$ cat src/rtl/ctt_pkg.sv
// Purpose: Constants for the CPU timing sequencer and external interrupts
// Assumes: One CPU clock, synchronous active-high reset
// Notes: Wait counts are loaded from plain ports
package ctt_pkg;
  localparam int unsigned CLK_MHZ = 200;
  localparam int unsigned IW_W = 2;
  localparam int unsigned DW_W = 3;
  localparam logic [1:0] IW_RESET = 2'h3;
  localparam logic [2:0] DW_RESET = 3'h7;
  localparam logic [1:0] KICK_IW = 2'h3;
  localparam logic [15:0] KICK_PC = 16'h0000;
  localparam int unsigned PC_W = 16;
  localparam logic MASK_RESET = 1'b1;
  localparam logic DIR_RESET = 1'b0;
  localparam logic [1:0] ACK_DELAY = 2'h2;
  typedef enum logic [6:0] {
    ST_IDLE  = 7'h01,
    ST_START = 7'h02,
    ST_FIRST = 7'h04,
    ST_MID   = 7'h08,
    ST_WAIT  = 7'h10,
    ST_FINAL = 7'h20,
    ST_HOLD  = 7'h40
  } ctt_state_t;
endpackage

$ cat src/rtl/ctt_irq_pin.sv
// Purpose: External interrupt handling: falling-edge NMI and two-way pin
// Assumes: Inputs synchronous to CLOCK
// Notes: Mirror changes only on first-state strobe; pin also changes when the ack delay ends
`timescale 1ns/1ps
`default_nettype none
module ctt_irq_pin (
  input wire logic clk,
  input wire logic rst,
  input wire logic ce,
  input wire logic t1_start,
  input wire logic nmi_pin_n,
  input wire logic nmi_ack,
  input wire logic dir_bit,
  input wire logic mask_wr,
  input wire logic mask_wdata,
  input wire logic remote_status_wr,
  input wire logic pin_in,
  output logic nmi_pending,
  output logic mask_bit,
  output logic pin_out,
  output logic pin_oe,
  output logic mirror_bit,
  output logic level_irq
);
  typedef struct packed {
    logic nmi_last;
    logic nmi_pend;
    logic mask;
    logic pin;
    logic mirror;
    logic [1:0] ack_cnt;
  } ctt_irq_st_t;
  ctt_irq_st_t s, next_s;
  always_comb begin
    next_s = s;
    next_s.nmi_last = nmi_pin_n;
    // Edge wins over the clear so a new edge is never lost
    if (nmi_ack)
      next_s.nmi_pend = 1'b0;
    if (s.nmi_last && !nmi_pin_n)
      next_s.nmi_pend = 1'b1;
    if (remote_status_wr && dir_bit) begin
      next_s.mask = ~s.mask;
      next_s.ack_cnt = ctt_pkg::ACK_DELAY;
    end
    // CPU write lands after the toggle and so takes precedence
    if (mask_wr)
      next_s.mask = mask_wdata;
    if (s.ack_cnt != 2'h0) begin
      next_s.ack_cnt = s.ack_cnt - 2'h1;
      if (s.ack_cnt == 2'h1 && dir_bit)
        next_s.pin = s.mask;
    end
    if (t1_start) begin
      if (dir_bit)
        next_s.pin = s.mask;
      next_s.mirror = dir_bit ? s.pin : pin_in;
    end
  end
  always_ff @(posedge clk) begin
    if (rst) begin
      s <= '{nmi_last: 1'b1, nmi_pend: 1'b0, mask: ctt_pkg::MASK_RESET,
             pin: 1'b1, mirror: 1'b1, ack_cnt: 2'h0};
    end else if (ce) begin
      s <= next_s;
    end
  end
  assign nmi_pending = s.nmi_pend;
  assign mask_bit = s.mask;
  assign pin_out = s.pin;
  assign pin_oe = dir_bit;
  assign mirror_bit = s.mirror;
  assign level_irq = !dir_bit && !pin_in;
endmodule
`default_nettype wire

$ cat src/rtl/ctt_timing.sv
// Purpose: Instruction timing sequencer with stall, run control, kick-start
// Assumes: WAIT_N, LOCK_N and arbiter inputs synchronous to CLOCK
// Notes: Falling-edge actions are registered one half state early in spirit
`timescale 1ns/1ps
`default_nettype none
// Overview of operation
// - Stall while stall input sampled low
// - Stall behaves exactly like programmed waits
// - Stopped after reset; run bit controls execution
// - Strap levels at reset release cause kick-start
// - Boundary clock rises on the second clock after release
// - Dummy fetch: three waits then final
// - Idle after reset, change on rising edges
// - First state raises boundary clock, loads counter
// - Data access requests bus, raises latch strobe
// - Intermediate loads data count, drops strobe
// - Write strobe low in wait and final
// - End of instruction: stop if run low
// - Falling edge NMI, self-clearing on recognition
// - Direction bit selects pin direction, resets zero
// - Mirror bit follows pin at first state
// - Input mode low pin is level request
// - Output pin follows mask at first state
// - Remote status write toggles mask in output
// - Remote status write ignored in input mode
// - CPU mask write wins over remote toggle
// - Mask bits reset to one
module ctt_timing #(
  parameter int unsigned PC_W = ctt_pkg::PC_W
) (
  input wire logic CLOCK,
  input wire logic RST,
  input wire logic CE,
  input wire logic REMOTE_WRITE_STROBE_N,
  input wire logic REMOTE_READ_STROBE_N,
  input wire logic REMOTE_ACCESS_ENABLE,
  input wire logic RUN_BIT_WR,
  input wire logic RUN_BIT_WDATA,
  input wire logic WAIT_N,
  input wire logic LOCK_N,
  input wire logic ARB_BUSY,
  input wire logic DATA_ACCESS,
  input wire logic DATA_WRITE,
  input wire logic [1:0] INSTR_WAITS,
  input wire logic [2:0] DATA_WAITS,
  input wire logic NMI_N,
  input wire logic NMI_ACK,
  input wire logic IRQ_PIN_DIR_BIT,
  input wire logic MASK_WR,
  input wire logic MASK_WDATA,
  input wire logic REMOTE_STATUS_WR,
  input wire logic BIDIR_IRQ_PIN_IN,
  output logic INSTR_BOUNDARY_CLOCK,
  output logic ADDR_LATCH,
  output logic BUS_REQUEST,
  output logic WRITE_N,
  output logic RUN_BIT,
  output logic RUNNING,
  output logic PC_RESTART,
  output logic [PC_W-1:0] PC_LOAD_VALUE,
  output logic NMI_PENDING,
  output logic BIDIR_IRQ_MASK_BIT,
  output logic BIDIR_IRQ_STATUS_BIT,
  output logic BIDIR_IRQ_PIN_OUT,
  output logic BIDIR_IRQ_PIN_OE,
  output logic BIDIR_IRQ_MIRROR,
  output logic BIDIR_IRQ_REQUEST
);
  typedef struct packed {
    ctt_pkg::ctt_state_t st;
    logic in_reset;
    logic kick;
    logic run;
    logic instr_boundary_clock;
    logic ale;
    logic breq;
    logic wr_n;
    logic is_data;
    logic is_write;
    logic [1:0] iw;
    logic [2:0] dw;
    logic t1_pulse;
    logic pc_restart;
    logic dir;
    logic irq_req;
  } ctt_st_t;
  ctt_st_t s, next_s;
  logic nmi_pend, mask_b, pin_o, pin_e, mirror_b, lvl_irq;
  logic waits_done;
  // Pin stall looks like one more wait state, evaluated at the same point
  assign waits_done = (s.iw == 2'h0) && (s.dw == 3'h0) && WAIT_N;
  always_comb begin
    next_s = s;
    next_s.t1_pulse = 1'b0;
    next_s.pc_restart = 1'b0;
    next_s.in_reset = 1'b0;
    next_s.dir = IRQ_PIN_DIR_BIT;
    next_s.irq_req = lvl_irq;
    if (RUN_BIT_WR)
      next_s.run = RUN_BIT_WDATA;
    // Strap seen on the first clock after release, never under reset
    if (s.in_reset && !REMOTE_WRITE_STROBE_N && !REMOTE_READ_STROBE_N &&
        REMOTE_ACCESS_ENABLE) begin
      next_s.kick = 1'b1;
      next_s.run = 1'b1;
    end
    unique case (s.st)
      ctt_pkg::ST_IDLE: begin
        if (next_s.kick) begin
          next_s.st = ctt_pkg::ST_START;
          next_s.pc_restart = 1'b1;
        end else if (s.run) begin
          next_s.st = ctt_pkg::ST_FIRST;
          next_s.instr_boundary_clock = 1'b1;
          next_s.iw = INSTR_WAITS;
          next_s.t1_pulse = 1'b1;
          next_s.is_data = DATA_ACCESS;
          next_s.is_write = DATA_WRITE;
          next_s.breq = DATA_ACCESS;
        end
      end
      ctt_pkg::ST_START: begin
        // Dummy fetch: boundary clock up, then three waits and final
        next_s.st = ctt_pkg::ST_HOLD;
        next_s.instr_boundary_clock = 1'b1;
        next_s.iw = ctt_pkg::KICK_IW;
        next_s.dw = 3'h0;
        next_s.is_data = 1'b0;
        next_s.kick = 1'b0;
      end
      ctt_pkg::ST_HOLD: begin
        next_s.instr_boundary_clock = 1'b0;
        next_s.st = ctt_pkg::ST_WAIT;
        next_s.iw = s.iw - 2'h1;
      end
      ctt_pkg::ST_FIRST: begin
        next_s.ale = s.is_data;
        // Data waits count only in data accesses; clear any reset leftover
        if (!s.is_data)
          next_s.dw = 3'h0;
        if (s.is_data) begin
          if (LOCK_N && !ARB_BUSY) begin
            next_s.st = ctt_pkg::ST_MID;
            next_s.breq = 1'b0;
            next_s.instr_boundary_clock = 1'b0;
          end
        end else if (s.iw != 2'h0 || !WAIT_N) begin
          next_s.st = ctt_pkg::ST_WAIT;
          next_s.instr_boundary_clock = 1'b0;
          if (s.iw != 2'h0)
            next_s.iw = s.iw - 2'h1;
        end else begin
          next_s.st = ctt_pkg::ST_FINAL;
          next_s.instr_boundary_clock = 1'b0;
        end
      end
      ctt_pkg::ST_MID: begin
        next_s.ale = 1'b0;
        next_s.dw = DATA_WAITS;
        if (s.iw != 2'h0)
          next_s.iw = s.iw - 2'h1;
        if (DATA_WAITS != 3'h0 || (s.iw > 2'h1) || !WAIT_N) begin
          next_s.st = ctt_pkg::ST_WAIT;
          next_s.wr_n = !s.is_write;
          if (DATA_WAITS != 3'h0)
            next_s.dw = DATA_WAITS - 3'h1;
          if (s.iw > 2'h1)
            next_s.iw = s.iw - 2'h2;
          else
            next_s.iw = 2'h0;
        end else begin
          next_s.st = ctt_pkg::ST_FINAL;
          next_s.wr_n = !s.is_write;
        end
      end
      ctt_pkg::ST_WAIT: begin
        if (waits_done) begin
          next_s.st = ctt_pkg::ST_FINAL;
        end else begin
          if (s.iw != 2'h0)
            next_s.iw = s.iw - 2'h1;
          if (s.dw != 3'h0)
            next_s.dw = s.dw - 3'h1;
        end
      end
      ctt_pkg::ST_FINAL: begin
        next_s.wr_n = 1'b1;
        if (next_s.run) begin
          next_s.st = ctt_pkg::ST_FIRST;
          next_s.instr_boundary_clock = 1'b1;
          next_s.iw = INSTR_WAITS;
          next_s.t1_pulse = 1'b1;
          next_s.is_data = DATA_ACCESS;
          next_s.is_write = DATA_WRITE;
          next_s.breq = DATA_ACCESS;
        end else begin
          next_s.st = ctt_pkg::ST_IDLE;
        end
      end
      default: next_s.st = ctt_pkg::ST_IDLE;
    endcase
  end
  always_ff @(posedge CLOCK) begin
    if (RST) begin
      s <= '{st: ctt_pkg::ST_IDLE, in_reset: 1'b1, kick: 1'b0, run: 1'b0,
             instr_boundary_clock: 1'b0, ale: 1'b0, breq: 1'b0, wr_n: 1'b1,
             is_data: 1'b0, is_write: 1'b0, iw: ctt_pkg::IW_RESET,
             dw: ctt_pkg::DW_RESET, t1_pulse: 1'b0, pc_restart: 1'b0,
             dir: ctt_pkg::DIR_RESET, irq_req: 1'b0};
    end else if (CE) begin
      s <= next_s;
    end
  end
  ctt_irq_pin u_irq (
    .clk(CLOCK),
    .rst(RST),
    .ce(CE),
    .t1_start(next_s.t1_pulse),
    .nmi_pin_n(NMI_N),
    .nmi_ack(NMI_ACK),
    .dir_bit(IRQ_PIN_DIR_BIT),
    .mask_wr(MASK_WR),
    .mask_wdata(MASK_WDATA),
    .remote_status_wr(REMOTE_STATUS_WR),
    .pin_in(BIDIR_IRQ_PIN_IN),
    .nmi_pending(nmi_pend),
    .mask_bit(mask_b),
    .pin_out(pin_o),
    .pin_oe(pin_e),
    .mirror_bit(mirror_b),
    .level_irq(lvl_irq)
  );
  // Pin-side outputs are flops inside the submodule or flopped dir and request copies here
  assign INSTR_BOUNDARY_CLOCK = s.instr_boundary_clock;
  assign ADDR_LATCH = s.ale;
  assign BUS_REQUEST = s.breq;
  assign WRITE_N = s.wr_n;
  assign RUN_BIT = s.run;
  assign RUNNING = (s.st != ctt_pkg::ST_IDLE);
  assign PC_RESTART = s.pc_restart;
  assign PC_LOAD_VALUE = PC_W'(ctt_pkg::KICK_PC);
  assign NMI_PENDING = nmi_pend;
  assign BIDIR_IRQ_MASK_BIT = mask_b;
  assign BIDIR_IRQ_STATUS_BIT = mask_b;
  assign BIDIR_IRQ_PIN_OUT = pin_o;
  assign BIDIR_IRQ_PIN_OE = s.dir;
  assign BIDIR_IRQ_MIRROR = mirror_b;
  assign BIDIR_IRQ_REQUEST = s.irq_req;
endmodule
`default_nettype wire

$ cat config.mk
export PLATFORM = sky130hd
export DESIGN_NAME = ctt_timing
export DESIGN_NICKNAME = d
export VERILOG_FILES = /design/src/rtl/ctt_pkg.sv /design/src/rtl/ctt_irq_pin.sv /design/src/rtl/ctt_timing.sv
export SDC_FILE = /design/constraint.sdc
export NUM_CORES = 1
export LEC_CHECK = 0
export BUFFER_PORTS_ARGS = -buffer_cell sky130_fd_sc_hd__buf_2
export CAP_MARGIN = 20
export CORE_MARGIN = 2
export CORE_UTILIZATION = 32
export CTS_CLUSTER_SIZE = 25
export DETAILED_ROUTE_END_ITERATION = 16
export GPL_ROUTABILITY_DRIVEN = 1
export RECOVER_POWER = 50
export SYNTH_ARGS = -nofsm -noshare
export SYNTH_HDL_FRONTEND = slang
export SYNTH_SLANG_ARGS = --single-unit
$ cat constraint.sdc
create_clock -name CLOCK -period 5.2 [get_ports CLOCK]
set_input_delay 1.04 -clock CLOCK [delete_from_list [all_inputs] [get_ports CLOCK]]
set_output_delay 1.04 -clock CLOCK [all_outputs]
set_load 0.02 [all_outputs]
Word-level counts from Yosys, hierarchy flattened
Cells that the tools add are included.
Widths: inputs -> output; s select.
{"block": "op_classes", "order_cmp": 1, "muxes": 58, "bitwise_logic": 1, "n_eq_ne": 21, "n_reduce_logical": 51, "n_addsub": 5}
{"operator": "$pmux 7 s7", "count": 1}
{"operator": "$mux 7", "count": 5}
{"operator": "$mux 1", "count": 24}
{"operator": "$ne 2x2->1 const B", "count": 10}
{"operator": "$mux 2", "count": 8}
{"operator": "$reduce_bool 2->1", "count": 8}
{"operator": "$reduce_and 5->1", "count": 3}
{"operator": "$pmux 2 s7", "count": 1}
{"operator": "$mux 3", "count": 4}
{"operator": "$mux 4", "count": 3}
{"operator": "$mux 6", "count": 2}
{"operator": "$pmux 3 s4", "count": 1}
{"operator": "$reduce_and 2->1", "count": 6}
{"operator": "$reduce_bool 3->1", "count": 4}
{"operator": "$logic_and 1x1->1", "count": 10}
{"operator": "$mux 5", "count": 2}
{"operator": "$logic_not 1->1", "count": 8}
{"operator": "$pmux 1 s2", "count": 4}
{"operator": "$reduce_and 8->1", "count": 1}
{"operator": "$eq 7x1->1 const B", "count": 1}
{"operator": "$eq 7x2->1 const B", "count": 1}
{"operator": "$eq 7x3->1 const B", "count": 1}
{"operator": "$eq 7x4->1 const B", "count": 1}
{"operator": "$eq 7x5->1 const B", "count": 1}
{"operator": "21 further kinds", "count": 27}
{"block": "totals", "elab_cells": 158, "ff_bits": 31, "input_bits": 25}

Longest topological paths before layout
{"block": "depth", "depth_word": 8, "mapped_depth": 8}

Hierarchy
Synthesis repeated with hierarchy kept, for this count alone.
{"block": "hier_totals", "hier_cells": 273, "area_unflattened_um2": 2223.4}
{"mod": "ctt_timing", "cells_each": 230, "instances": 1, "area_per_inst_um2": 1848.0}
{"mod": "ctt_irq_pin", "cells_each": 43, "instances": 1, "area_per_inst_um2": 375.4}

Worst setup path before layout
No wires, ideal clock.
{"block": "synth_timing", "path_kind": "register to output", "startpoint": "register s[21] (netlist bit)", "endpoint": "output port RUNNING", "setup_slack_ps": 2737, "n_path_buf": 1, "arrival_time_ps": 1423, "path_stages_with_launch": 5, "cell_sequence": "dfxtp_1 -> buf_2 -> or4_4 -> nor4b_2 -> inv_2"}
{"block": "synth_between", "elab_chain_cells": 1}
{"item": "start: declaration", "line": "ctt_timing.sv:87", "source": "ctt_st_t s, next_s;"}
{"item": "start signal: assignment", "line": "ctt_timing.sv:205", "source": "s <= '{st: ctt_pkg::ST_IDLE, in_reset: 1'b1, kick: 1'b0, run: 1'b0,"}
{"item": "start signal: assignment", "line": "ctt_timing.sv:211", "source": "s <= next_s;"}
{"item": "$ne 7x1->1", "line": "ctt_timing.sv:239", "source": "assign RUNNING = (s.st != ctt_pkg::ST_IDLE);"}
{"item": "end: declaration", "line": "ctt_timing.sv:58", "source": "output logic RUNNING,"}
Every way passes these cells.

Final worst setup path
{"block": "layout_timing", "startpoint": "register s[20] (netlist bit)", "endpoint": "output port RUNNING"}
The elaborated chain is that of the path after synthesis.

==> impl_metrics.json <==
{
  "status": "finished clean",
  "dp_hpwl_um": 3924,
  "initial_core_util": 0.3289,
  "leakage_uw": 0.0009731,
  "clk_pin_slew_ns": 0.07,
  "synth_cells": 267,
  "fmax_mhz": 329.2,
  "grt_max_degree": 28,
  "grt_overflow_total": 0,
  "yosys_warnings": 0,
  "ys.flop_type": "dfxtp_1",
  "synth-simple-area-share": 0.2520,
  "syn-cell-area_mm2": 0.002210,
  "insertion_delay_ns": 0.29,
  "hold_violations": 0,
  "drt_first_pass_iters": 4,
  "synth_seq_cells": 31,
  "min_period_over_period": 0.5841,
  "antenna_left": 0,
  "dr_total_vias": 1974,
  "port-buffer-count": 38,
  "wl_per_cell_um": 13.91,
  "critPathCaptureType": "output port",
  "yosysSeqAreaShare": 0.2809,
  "antennaDiodeCount": 0,
  "maxSlewViolCount": 0,
  "cts_tree": "done",
  "cts_setup_buffers": 0,
  "synth-edff-count": 0,
  "synth.area.top_cells": "dfxtp_1 (28%), ha_1 (6.2%), buf_4 (6.1%)",
  "async_flop_share": 0,
  "cts_root_buf": "clkbuf_8",
  "finalNetCount": 331,
  "p_per_area_mw_per_mm2": 323.4,
  "die-width_um": 87.10,
  "synth_compound_area_frac": 0.2242,
  "post-route-min-period_ns": 3.037,
  "tritoncts.num_buffers": 5,
  "grt_pass1_vias": 1788,
  "drc_errors": 0,
  "hold_class": "register to register",
  "cts.sink_count": 31,
  "worstSetupPathType": "register to output port",
  "fin_area_mm2": 0.002435,
  "critPathMaxFanout": 12,
  "syn_to_final_growth_pct": 10.19,
  "antenna_found_initial": 0,
  "synthMuxAreaShare": 0.04587,
  "fp.dieH_um": 87.10,
  "relSlewSlack": 0.1795,
  "yosys.area.top_type_share": 0.2809,
  "synth_top_family_by_area": "simple AND/OR/NAND/NOR gates",
  "rsz0062_at_grt": "no",
  "io_pins": 55,
  "wl_um": 5232,
  "num_rows": 30,
  "synth-xor-area-share": 0.01189,
  "grt_first_pass_wirelength_um": 8714,
  "final_cell_mix": "dfxtp_1 (31), buf_2 (24), nor2_1 (23)",
  "viasPerCell": 5.250,
  "maxCapViolations": 0,
  "place_area_mm2": 0.002349,
  "final_util": 0.3624,
  "worstPathArrival_ns": 2.00,
  "synth_adder_area_share": 0.06229,
  "gp_congestion": 0.8656,
  "drive_above_1_share": 0.1655,
  "worstSetupStartpointType": "register",
  "skew_ns": 0.005756,
  "syn_avg_cell_area_um2": 8.276,
  "die_area_mm2": 0.007586,
  "layout_commonest_cell": "dfxtp_1",
  "drt_iter0_drc": 171,
  "n_fill_cell": 690,
  "ctsHoldBuffers": 0,
  "setup_viol": 0,
  "r2r_slack_ns": 2.84,
  "grtUsageTotal": 0.1465,
  "peakVddDrop_mv": 0.1358,
  "worst_pin_slew_ns": 1.231,
  "ctsResizeCount": 0,
  "yosysTopAreaCell": "dfxtp_1",
  "design.core.area_mm2": 0.006719,
  "clk_path_buf_depth": 2,
  "ys_types": 61,
  "crit_required_ns": 4.16,
  "cts_max_level": 2,
  "holdWs_ns": 0.4491,
  "tns_ns": 0
}
[area by class of cell]
type | count | area (um^2) | area share
Multi-Input combinational cell | 203 | 1378 | 0.5658
Sequential cell | 31 | 620.6 | 0.2549
Clock inverter | 1 | 7.507 | 0.003083
Clock buffer | 7 | 96.34 | 0.03957
Timing Repair Buffer | 38 | 172.7 | 0.07091
Tap cell | 80 | 100.1 | 0.04111
Inverter | 16 | 60.06 | 0.02467
[metal layers]
metal | part of all wire | track usage | vias to the layer above
li1 | - | - | 984
met3 | 0.052 | 0.03318 | 6
met4 | 0.017 | 0.05035 | 0
met5 | 0 | 0 | -
met2 | 0.47 | 0.2346 | 57
met1 | 0.46 | 0.1939 | 927
[state kept, by name (all words and copies together) (netlist names), named ones only]
register              flops
u_irq.mirror_bit          1
PC_RESTART                1
u_irq.nmi_pending         1
INSTR_BOUNDARY_CLOCK      1
WRITE_N                   1
ADDR_LATCH                1
BIDIR_IRQ_REQUEST         1
u_irq.s                   3
RUN_BIT                   1
s                        16
BIDIR_IRQ_PIN_OE          1
BUS_REQUEST               1
u_irq.mask_bit            1
[cells by family after synthesis]
logic type | after synthesis
xor gates and xnor gates | 3
other | 1
DFF | 31
muxes | 10
and+or+nand+nor | 97
buffers and inverters | 48
adders and majority gates | 11
AOI/OAI and AO/OA | 66
[report_power, final]
part / switching, uW / internal [uW] / leakage (uW) / total (uW)
Clock: 95.7 / 120 / 0.0000505 / 216
Sequential: 36.3 / 262 / 0.000253 / 299
Combinational: 171 / 102 / 0.000670 / 273
[cells in the mapped netlist (all sizes together), types with 4 or more instances]
cell type,instances
a211oi,8
a21oi,14
buf,24
clkbuf,8
dfxtp,31
ha,11
inv,16
mux2i,9
nand2,15
nand2b,7
nand3,11
nor2,24
nor2b,6
nor3,10
nor4b,4
o21ai,14
[final timing paths]
kind,startpoint,to,cells past startpoint
worst max register to register,s[20]$_SDFFE_PP0P_,s[10]$_SDFFE_PP0P_,5
worst min-delay path,s[17]$_SDFFE_PP1P_,s[17]$_SDFFE_PP1P_,2
worst max-delay path,s[20]$_SDFFE_PP0P_,RUNNING,4
worst min register to register,s[17]$_SDFFE_PP1P_,s[17]$_SDFFE_PP1P_,2
[worst max-delay path, stage by stage (launching register included)]
cell and delay, ns:
dfxtp_1 0.43, or4_4 0.61, nor4b_2 0.37, inv_2 0.12, buf_2 0.18
[metrics by stage]
stage | setup WS [ns] | power [uW] | std cells
2_1_floorplan | 2.737 | 527.4 | 282
5_1_grt | 2.024 | 837.4 | 376
3_5_place_dp | 2.461 | 576.8 | 368
4_1_cts | 2.153 | 797.0 | 376
6_report | 2.163 | 787.5 | 376
3_3_place_gp | 2.506 | 573.5 | 368
No activity file was read; power rests on OpenSTA's default activity.
